**src/moi_pkg.sv**
```systemverilog
// Purpose: Shared constants, types and helpers for the move/or instruction decoder.
// Assumes: 14-bit instruction words, 8-bit data, 7-bit file register address.
// Notes: Overview of operation follows.
// Overview of operation
// - File move with destination clear loads work
// - File move with destination set rewrites file
// - File move updates zero flag from value
// - Literal load sets work, flags untouched
// - Literal load ignores its two don't-care bits
// - Store writes work to file, flags untouched
package moi_pkg;

    localparam int INSTR_W = 14;
    localparam int DATA_W = 8;
    localparam int ADDR_W = 7;
    localparam int FILE_DEPTH = 128;

    // Field positions inside an instruction word
    localparam int OPC_HI = 13;
    localparam int OPC_LO = 8;
    localparam int DEST_BIT = 7;
    localparam int FADDR_HI = 6;
    localparam int LIT_HI = 7;

    // Upper six bits of each recognised opcode
    localparam logic [5:0] OPC_OR = 6'h04;
    localparam logic [5:0] OPC_MOVE = 6'h08;
    localparam logic [5:0] OPC_STORE = 6'h00;
    localparam logic [5:0] OPC_LIT = 6'h30;
    localparam logic [5:0] OPC_LIT_MASK = 6'h3C;

    // Reset values
    localparam logic [DATA_W-1:0] WORK_RST = 8'h00;
    localparam logic ZERO_RST = 1'b0;
    localparam logic [INSTR_W-1:0] INSTR_RST = 14'h0000;

    typedef enum logic [1:0] {
        MOI_ST_IDLE = 2'b00,
        MOI_ST_READ = 2'b01,
        MOI_ST_EXEC = 2'b10
    } moi_state_t;

    typedef enum logic [2:0] {
        MOI_OP_NONE = 3'b000,
        MOI_OP_OR = 3'b001,
        MOI_OP_MOVE = 3'b010,
        MOI_OP_LIT = 3'b011,
        MOI_OP_STORE = 3'b100
    } moi_op_t;

    function automatic moi_op_t moi_decode(input logic [INSTR_W-1:0] instr);
        logic [5:0] opc;
        opc = instr[OPC_HI:OPC_LO];
        if ((opc & OPC_LIT_MASK) == OPC_LIT) begin
            moi_decode = MOI_OP_LIT;
        end else if (opc == OPC_OR) begin
            moi_decode = MOI_OP_OR;
        end else if (opc == OPC_MOVE) begin
            moi_decode = MOI_OP_MOVE;
        end else if (opc == OPC_STORE && instr[DEST_BIT]) begin
            moi_decode = MOI_OP_STORE;
        end else begin
            moi_decode = MOI_OP_NONE;
        end
    endfunction

    function automatic logic moi_is_zero(input logic [DATA_W-1:0] value);
        moi_is_zero = (value == '0);
    endfunction

endpackage

```
**src/moi_file_if.sv**
```systemverilog
// Purpose: Carrier between the decoder and its file register memory.
// Assumes: One read port with registered data, one write port, same clock.
// Notes: Read data lags the read address by one enabled edge.
`timescale 1ns/1ps
`default_nettype none
interface moi_file_if;
    import moi_pkg::*;
    logic [ADDR_W-1:0] rd_addr;
    logic [DATA_W-1:0] rd_data;
    logic wr_en;
    logic [ADDR_W-1:0] wr_addr;
    logic [DATA_W-1:0] wr_data;

    modport core (
        output rd_addr,
        input rd_data,
        output wr_en,
        output wr_addr,
        output wr_data
    );

    modport mem (
        input rd_addr,
        output rd_data,
        input wr_en,
        input wr_addr,
        input wr_data
    );
endinterface
`default_nettype wire

```
**src/moi_file_ram.sv**
```systemverilog
// Purpose: File register space, 128 bytes, registered read data.
// Assumes: Single clock; clock enable freezes both ports.
// Notes: Contents are not reset; software must write before reading.
`timescale 1ns/1ps
`default_nettype none
module moi_file_ram
    import moi_pkg::*;
(
    input wire logic i_core_clk,
    input wire logic i_ce,
    moi_file_if.mem fr
);

    logic [DATA_W-1:0] mem [FILE_DEPTH];

    // Read returns old data on a same-address write; the decoder overlaps them only in EXEC, whose read data is then unused
    always_ff @(posedge i_core_clk) begin
        if (i_ce) begin
            if (fr.wr_en) begin
                mem[fr.wr_addr] <= fr.wr_data;
            end
            fr.rd_data <= mem[fr.rd_addr];
        end
    end

endmodule
`default_nettype wire

```
**src/moi_decoder.sv**
```systemverilog
// Purpose: Decode and execute OR, file move, literal load and store instructions.
// Assumes: Instruction words arrive on a valid/ready handshake in the core clock domain.
// Notes: Each accepted word takes three enabled cycles; other opcodes are ignored.
`timescale 1ns/1ps
`default_nettype none
module moi_decoder
    import moi_pkg::*;
(
    input wire logic i_core_clk,
    input wire logic i_reset,
    input wire logic i_ce,
    input wire logic [INSTR_W-1:0] i_instr,
    input wire logic i_instr_valid,
    output logic o_instr_ready,
    output logic [DATA_W-1:0] o_work,
    output logic o_zero,
    output logic o_done,
    output logic o_ignored,
    output logic o_file_wr,
    output logic [ADDR_W-1:0] o_file_addr,
    output logic [DATA_W-1:0] o_file_data
);

    typedef struct packed {
        moi_state_t state;
        logic [INSTR_W-1:0] instr;
        logic [DATA_W-1:0] work;
        logic zero;
        logic done;
        logic ignored;
        logic file_wr;
        logic [ADDR_W-1:0] file_addr;
        logic [DATA_W-1:0] file_data;
    } moi_regs_t;

    localparam moi_regs_t REGS_RST = '{
        state: MOI_ST_IDLE,
        instr: INSTR_RST,
        work: WORK_RST,
        zero: ZERO_RST,
        done: 1'b0,
        ignored: 1'b0,
        file_wr: 1'b0,
        file_addr: '0,
        file_data: '0
    };

    moi_regs_t r;
    moi_regs_t next_r;
    moi_op_t op;
    logic [DATA_W-1:0] result;
    logic [ADDR_W-1:0] faddr;
    logic dest_file;

    moi_file_if fr();

    moi_file_ram u_file_ram (
        .i_core_clk(i_core_clk),
        .i_ce(i_ce),
        .fr(fr.mem)
    );

    // Fields of the held instruction
    assign op = moi_decode(r.instr);
    assign faddr = r.instr[FADDR_HI:0];
    assign dest_file = r.instr[DEST_BIT];

    always_comb begin
        next_r = r;
        result = '0;
        // Address held steady so registered read data lines up with EXEC
        fr.rd_addr = faddr;
        fr.wr_en = 1'b0;
        fr.wr_addr = faddr;
        fr.wr_data = '0;
        if (i_ce) begin
            // Pulses drop only on enabled edges; a frozen cycle must hold them
            next_r.done = 1'b0;
            next_r.ignored = 1'b0;
            next_r.file_wr = 1'b0;
            unique case (r.state)
                MOI_ST_IDLE: begin
                    if (i_instr_valid) begin
                        next_r.instr = i_instr;
                        next_r.state = MOI_ST_READ;
                    end
                end
                MOI_ST_READ: begin
                    next_r.state = MOI_ST_EXEC;
                end
                MOI_ST_EXEC: begin
                    unique case (op)
                        MOI_OP_OR: begin
                            result = r.work | fr.rd_data;
                            next_r.zero = moi_is_zero(result);
                            if (dest_file) begin
                                fr.wr_en = 1'b1;
                                fr.wr_data = result;
                            end else begin
                                next_r.work = result;
                            end
                        end
                        MOI_OP_MOVE: begin
                            result = fr.rd_data;
                            next_r.zero = moi_is_zero(result);
                            if (dest_file) begin
                                // Rewrite to itself; useful purely as a zero test
                                fr.wr_en = 1'b1;
                                fr.wr_data = result;
                            end else begin
                                next_r.work = result;
                            end
                        end
                        MOI_OP_LIT: begin
                            // Zero flag deliberately left alone
                            result = r.instr[LIT_HI:0];
                            next_r.work = result;
                        end
                        MOI_OP_STORE: begin
                            // No flag update on a plain store
                            result = r.work;
                            fr.wr_en = 1'b1;
                            fr.wr_data = result;
                        end
                        MOI_OP_NONE: begin
                            // Other opcodes belong to neighbouring logic
                            next_r.ignored = 1'b1;
                        end
                    endcase
                    next_r.file_wr = fr.wr_en;
                    next_r.file_addr = faddr;
                    next_r.file_data = fr.wr_data;
                    next_r.done = 1'b1;
                    next_r.state = MOI_ST_IDLE;
                end
                default: begin
                    // Unused state code recovers to idle
                    next_r.state = MOI_ST_IDLE;
                end
            endcase
        end
    end

    always_ff @(posedge i_core_clk) begin
        if (i_reset) begin
            r <= REGS_RST;
        end else begin
            r <= next_r;
        end
    end

    // Ready only in idle, and never while frozen
    assign o_instr_ready = i_ce && (r.state == MOI_ST_IDLE);
    assign o_work = r.work;
    assign o_zero = r.zero;
    assign o_done = r.done;
    assign o_ignored = r.ignored;
    assign o_file_wr = r.file_wr;
    assign o_file_addr = r.file_addr;
    assign o_file_data = r.file_data;

endmodule
`default_nettype wire

```
**config.mk**
```make
export PLATFORM = sky130hd
export DESIGN_NAME = moi_decoder
export DESIGN_NICKNAME = d
export VERILOG_FILES = /design/src/moi_pkg.sv /design/src/moi_file_if.sv /design/src/moi_file_ram.sv /design/src/moi_decoder.sv
export SDC_FILE = /design/constraint.sdc
export NUM_CORES = 1
export LEC_CHECK = 0
export BUFFER_PORTS_ARGS = -buffer_cell sky130_fd_sc_hd__buf_4
export CORE_UTILIZATION = 49
export CTS_CLUSTER_SIZE = 16
export DETAILED_ROUTE_END_ITERATION = 10
export MAX_ROUTING_LAYER = met4
export PLACE_DENSITY = 0.71
export SYNTH_ARGS = -nofsm -noshare
export SYNTH_HDL_FRONTEND = slang
export SYNTH_SLANG_ARGS = --single-unit
```
**constraint.sdc**
```tcl
create_clock -name i_core_clk -period 3 [get_ports i_core_clk]
set_input_delay 0.45 -clock i_core_clk [delete_from_list [all_inputs] [get_ports i_core_clk]]
set_output_delay 0.45 -clock i_core_clk [all_outputs]
set_load 0.01 [all_outputs]
```
==> results of run 1 <==
## path summary, 6_finish.rpt
| kind | start | endpoint | slack (ns) |
|---|---|---|---|
| setup / recovery | faddr[1] | u_file_ram.fr.rd_data[7] | -0.08 |
| hold / removal | i_instr[12] | r[39] | 0.03 |
| setup reg to reg | faddr[1] | u_file_ram.fr.rd_data[7] | -0.08 |
| hold reg to reg | o_file_addr[3] | o_file_addr[3] | 0.46 |
## stage by stage
step           total power, W  instances  worst slack, ns
3_3_place_gp           0.0184       4191           -0.336
3_5_place_dp           0.0184       4191           -0.323
2_1_floorplan          0.0175       2731            0.332
5_1_grt                0.0315       4407          -0.0312
6_report               0.0309       4407          -0.0824
4_1_cts                0.0309       4400          0.00801
## registers in the layout, summed over array words and instances (netlist names)
signal                 cells
o_work                     8
o_file_data                8
o_ignored                  1
o_file_wr                  1
faddr                      7
dest_file                  1
u_file_ram.mem          1024
o_file_addr                7
r                          8
o_done                     1
o_zero                     1
u_file_ram.fr.rd_data      8
## synthesized netlist by cell type (all sizes together) (25+ instances only)
library cell,number
o21ai,59
a21oi,121
buf,157
clkbuf,77
a22oi,92
nand2,158
a21bo,25
a221oi,143
edfxtp,1032
o22ai,30
nor2,207
dfxtp,43
mux2i,65
a221o,33
a22o,35
a211oi,26
mux2,68
## metal layers
| layer | global-route usage [%] | routed length [um] | vias up |
|---|---|---|---|
| li1 | - | - | 11900 |
| met1 | 42.3 | 50800 | 14700 |
| met2 | 48.8 | 64600 | 2463 |
| met3 | 6.40 | 17800 | 469 |
| met4 | 14.8 | 7930 | 0 |
| met5 | - | 0 | - |
## cell type report
class	instances	share of cell area (%)
sequential	1075	61.6
clock inverter	54	0.905
antenna	1	0.00484
inverter	18	0.191
timing repair buffer	564	9.70
tap	1155	2.79
multi-input combinational	1405	19.4
clock buffer	135	5.43
## kinds of logic (layout without fill, tap and decap cells)
group | count (synthesis) | count (layout) | synth area share (%)
xor+xnor | 1 | 1 | 0.0204
compound gates | 716 | 716 | 12.6
other cells | 0 | 1 | 0
flops | 1075 | 1075 | 74.2
simple gates | 532 | 533 | 5.81
mux | 155 | 155 | 4.45
buf+inv | 252 | 771 | 2.85
## worst min-delay path, stage by stage
cell     delay, ns
buf_4         0.11
nand2_1       0.05
a21oi_1       0.06
## repair_timing
| action | in CTS | in global routing |
|---|---|---|
| hold buffers | 6 | 0 |
| pin swaps | 4 | 8 |
| endpoints found under the hold margin | 6 | 0 |
| setup buffers | 14 | 6 |
| gates cloned | 1 | 0 |
| gates resized for setup | 6 | 27 |
| endpoints found under the setup margin | 5 | 7 |
## power by group through the flow
stage	logic, W	clock network (W)	registers (W)
detailed placement	0.00181	0	0.0166
global route	0.00199	0.0133	0.0163
finish	0.00196	0.0127	0.0163
global placement	0.00179	0	0.0166
floorplan	0.000933	0	0.0165
CTS	0.00186	0.0127	0.0163
==> impl_metrics.tcl, run 1 <==
set metrics [dict create \
    outcome "finished with violations" \
    violations "setup timing" \
    final_hold_viol_count 0 \
    internal-power_w 0.0240 \
    grt_antenna_before_repair 2 \
    whs_ns 0.0291 \
    combPwrFrac_pct 6.3 \
    holdCritPathClass "input pin to flip-flop" \
    core-area_um2 86800 \
    path_delay_family "compound AO/OA/AOI/OAI gates" \
    avgSynthCellArea_um2 15.7 \
    yosysWarnings 0 \
    netSwitchingFraction_pct 22.3 \
    final_cell_area_um2 51700 \
    die_height_um 298 \
    wl_per_cell_um 32.0 \
    peakVddDrop_mv 0.467 \
    reg2reg_depth 10 \
    ys.flop_type "edfxtp_1" \
    synthTopCellsByArea "edfxtp_1, a221oi_1, dfxtp_1, nor2_1, mux2_2" \
    cts_sinks 1075 \
    antenna_left 0 \
    yosysSeqAreaShare_pct 74.2 \
    initial_core_util_pct 49.5 \
    crit_path_cell_trace "buf_12 -> nor2b_4 -> buf_4 -> buf_4 -> a222oi_1 -> buf_4 -> nand2b_4 -> a211oi_1 -> o41ai_2 -> nand4_1" \
    clockBufferDepth 3 \
    nets 3188 \
    dieArea_um2 88800 \
    num_vias 29400 \
    synthesis.nets 2749 \
    skew_ns 0.0387 \
    ff_latch_area_um2 31900 \
    ys_ff_latch 1075 \
    p_sw_w 0.00688 \
    grt_max_degree 79 \
    synthToLayoutAreaGrowth_pct 20.5 \
    drv_slew 0 \
    critPathBufInv 4 \
    drive_above_1_share_pct 26.9 \
    crit_arrival_ns 3.50 \
    io_buffers 45 \
    root_buffer "clkbuf_16" \
    ys_async_sr_fraction_pct 0 \
    multi_input_area_um2 10000 \
    grt_pass1_vias 28500 \
    num_rows 108 \
    critPathMaxFanout 6 \
    viasPerCell 6.68 \
    worstSetupPathType "flip-flop to flip-flop" \
    holdPathStages 3 \
    yosysTopAreaCell "edfxtp_1" \
    drc 0 \
    synth_top_cell_area_share_pct 72.2 \
    grt_pass1_wl_um 201000 \
    path_clk_slew_ns 0.06 \
    finalSetupTns_ns -0.138 \
    max_freq_mhz 324 \
    hpwl_um 92800 \
    setup_viol 3 \
    endpoint_kind "flip-flop" \
    required_ns 3.42 \
    wl_um 141000 \
    p_leak_nw 15.1 \
    grt.overflow.total 0 \
    path_common_cell "buf_4" \
    cts_tree "built" \
    max_slew_margin_pct 24.3 \
    die_w_um 298 \
    cts_made_buffers 106 \
    final_common_cell "edfxtp_1" \
    gp_congestion 1.01 \
    clock_power_share_pct 41.1 \
    fillers 6329 \
    maxCapViolations 0 \
    htreeDepth 3 \
    ys_types 78 \
    final_util_pct 59.6 \
    synth_edf_count 1032 \
    crit_slowest_cell "o41ai_2" \
    fin_crit_ns 3.08 \
    p_seq_share_pct 52.6 \
    max_stage_delay_ns 0.69 \
    drtPass1Iterations 8 \
    cp-start-kind "flip-flop" \
    postPlaceCellArea_um2 48100 \
    path_depth 10 \
    insertion_delay_ns 0.70 \
    grtUsageTotal_pct 32.3 \
    drt-initial-drc-count 5315 \
    powerDensity_nw_per_um2 598 \
    tightestPinTransition_ns 1.13 \
    worst_slack_ns -0.0824 \
    rsz0062_at_grt "yes" \
    final_cell_mix "edfxtp_1, buf_4, nor2_1" \
    synth_area_um2 42900 \
    min_period_over_period_pct 103 \
    io_pins 46 \
    netlist_instances 2731 \
]
No activity file was read; power rests on OpenSTA's default activity.
==> run 2: changes to the inputs <==
- ABC_AREA: not set -> 1
==> impl_metrics.tcl, run 2 <==
set metrics [dict create \
    multi_input_area_um2 12700 \
    regMostFlops "u_file_ram.mem" \
    dieArea_um2 95300 \
    ys_async_sr_fraction_pct 0 \
    cts_tree "built" \
    die_w_um 309 \
    io_pins 46 \
    met1Wirelength_um 48100 \
    gp_congestion 0.975 \
    holdPathStages 3 \
    place_inst 5970 \
    rrSetupSlack_ns 0.15 \
    grt_pass1_vias 30800 \
    final_hold_viol_count 0 \
    wl_per_cell_um 19.2 \
    largest_reg_flops 1024 \
    antenna_left 0 \
    grt_pass1_wl_um 180000 \
    synth_edf_count 1032 \
    max_slew_margin_pct 32.5 \
    root_buffer "clkbuf_16" \
    wl_met3_um 10100 \
    hp-start "i_instr[7]" \
    htreeDepth 3 \
    viasPerCell 5.24 \
    synth_common_cells "nand2_1, edfxtp_1, nor2_1" \
    powerDensity_nw_per_um2 628 \
    cts_made_buffers 107 \
    maxCapViolations 0 \
    fin_cells 6175 \
    wl_um 119000 \
    grtUsageTotal_pct 25.8 \
    drt-initial-drc-count 3798 \
    grt_max_degree 156 \
    fin_crit_ns 2.85 \
    wl_met2_um 56400 \
    insertion_delay_ns 0.70 \
    drtPass1Iterations 5 \
    drc 0 \
    yosysMostFrequentCell "nand2_1" \
    max_freq_mhz 350 \
    r2r_start "faddr[1]" \
    holdCritPathClass "input pin to flip-flop" \
    setup_viol 0 \
    synth_top_cell_area_share_pct 67.2 \
    p_sw_w 0.00791 \
    outcome "finished clean" \
    core-area_um2 93300 \
    ys_ff_latch 1075 \
    synthTopCellsByArea "edfxtp_1, nand2_1, nor2_1, dfxtp_1, buf_2" \
    finalSetupTns_ns 0 \
    synthesis.nets 4711 \
    peakVddDrop_mv 0.522 \
    ys.flop_type "edfxtp_1" \
    synthToLayoutAreaGrowth_pct 14.4 \
    final_cell_mix "nand2_1, edfxtp_1, nor2_1" \
    ff_latch_area_um2 31900 \
    combPwrFrac_pct 8.7 \
    reg2reg_depth 8 \
    p_leak_nw 20.6 \
    p_seq_share_pct 49.1 \
    min_period_over_period_pct 95.1 \
    die_height_um 309 \
    yosysWarnings 0 \
    endpoint_kind "flip-flop" \
    synth_area_um2 46100 \
    critPathMaxFanout 139 \
    skew_ns 0.0381 \
    drv_slew 0 \
    clockBufferDepth 3 \
    cts_sinks 1075 \
    path_clk_slew_ns 0.06 \
    required_ns 3.40 \
    ys_types 33 \
    io_buffers 45 \
    yosysTopAreaCell "edfxtp_1" \
    final_common_cell "nand2_1" \
    highest_layer "met4" \
    rsz0062_at_grt "no" \
    num_vias 32300 \
    drive_above_1_share_pct 9.92 \
    nets 4848 \
    yosysSeqAreaShare_pct 69.1 \
    rr_endpoint "u_file_ram.fr.rd_data[6]" \
    initial_core_util_pct 49.4 \
    num_rows 112 \
    grt_antenna_before_repair 1 \
    fillers 7829 \
    avgSynthCellArea_um2 9.82 \
    hold_end "dest_file" \
    netSwitchingFraction_pct 23.9 \
    crit_arrival_ns 3.26 \
    power.total_w 0.0331 \
    hpwl_um 70900 \
    cp-start-kind "flip-flop" \
    tightestPinTransition_ns 1.01 \
    netlist_instances 4693 \
    internal-power_w 0.0252 \
    grt.overflow.total 0 \
    clock_power_share_pct 42.2 \
    worstSetupPathType "flip-flop to flip-flop" \
]
run 2: cells by family (layout without fill, tap and decap cells):
family / Yosys count / after routing / share of synthesized area (%)
compound gates: 104 / 104 / 1.15
simple gates: 3165 / 3165 / 26.3
flops: 1075 / 1075 / 69.1
other cells: 0 / 1 / 0
buf+inv: 349 / 576 / 3.47
run 2: area by class of cell:
cell class	instances	area share, %
sequential	1075	60.4
antenna	1	0.00475
clock buffer	123	5.23
clock inverter	76	1.74
timing repair buffer	278	4.81
multi-input combinational	3269	24.0
inverter	99	0.804
tap	1254	2.98
run 2: worst max path at each step:
stage | slack, ns | endpoint | cells past startpoint | start
3_5_place_dp | 0.40 | u_file_ram.fr.rd_data[6] | 8 | faddr[1]
6_report | 0.15 | u_file_ram.fr.rd_data[6] | 8 | faddr[1]
3_3_place_gp | 0.44 | u_file_ram.fr.rd_data[6] | 8 | faddr[1]
4_1_cts | 0.34 | u_file_ram.fr.rd_data[6] | 8 | faddr[1]
2_1_floorplan | 0.44 | u_file_ram.mem[0][3] | 10 | r[40]
5_1_grt | 0.14 | u_file_ram.fr.rd_data[6] | 8 | faddr[1]
run 2: through the flow:
step                setup slack, ns  utilization [%]  area [um2]  hold WS, ns
finish                        0.147             56.5       52700       0.0269
global route                  0.145             56.5       52700       0.0298
CTS                           0.340             56.5       52700      0.00511
detailed placement            0.400             52.5       49000        0.459
global placement              0.438             52.5       49000        0.455
floorplan                     0.442                -       46100        0.446
run 2: what timing repair did:
action | 4_1_cts | 5_1_grt
resized for setup | 0 | 0
setup buffers | 0 | 0
endpoints found under the hold margin | 5 | 0
hold buffers | 5 | 0
run 2: worst max-delay path, cell delays in order, from the launching register on:
cell and delay [ns]:
dfxtp_4 0.65, buf_12 0.57, a21oi_1 0.12, o21ai_0 0.31, nand2_1 0.14, nand2_1 0.09
nand2_1 0.09, nor2_1 0.28, nand4_1 0.13
run 2: metal layers:
layer  up-vias  track usage, %
li1      15400               -
met5         -               -
met1     15300            33.7
met3       237            4.26
met2      1436            40.7
met4         0            9.31
run 2: power groups by stage:
stage | Sequential (W) | Clock, W | Combinational (W)
6_report | 0.0163 | 0.0140 | 0.00288
5_1_grt | 0.0163 | 0.0147 | 0.00322
4_1_cts | 0.0163 | 0.0141 | 0.00283
3_5_place_dp | 0.0166 | 0 | 0.00281
3_3_place_gp | 0.0166 | 0 | 0.00278
2_1_floorplan | 0.0166 | 0 | 0.00192
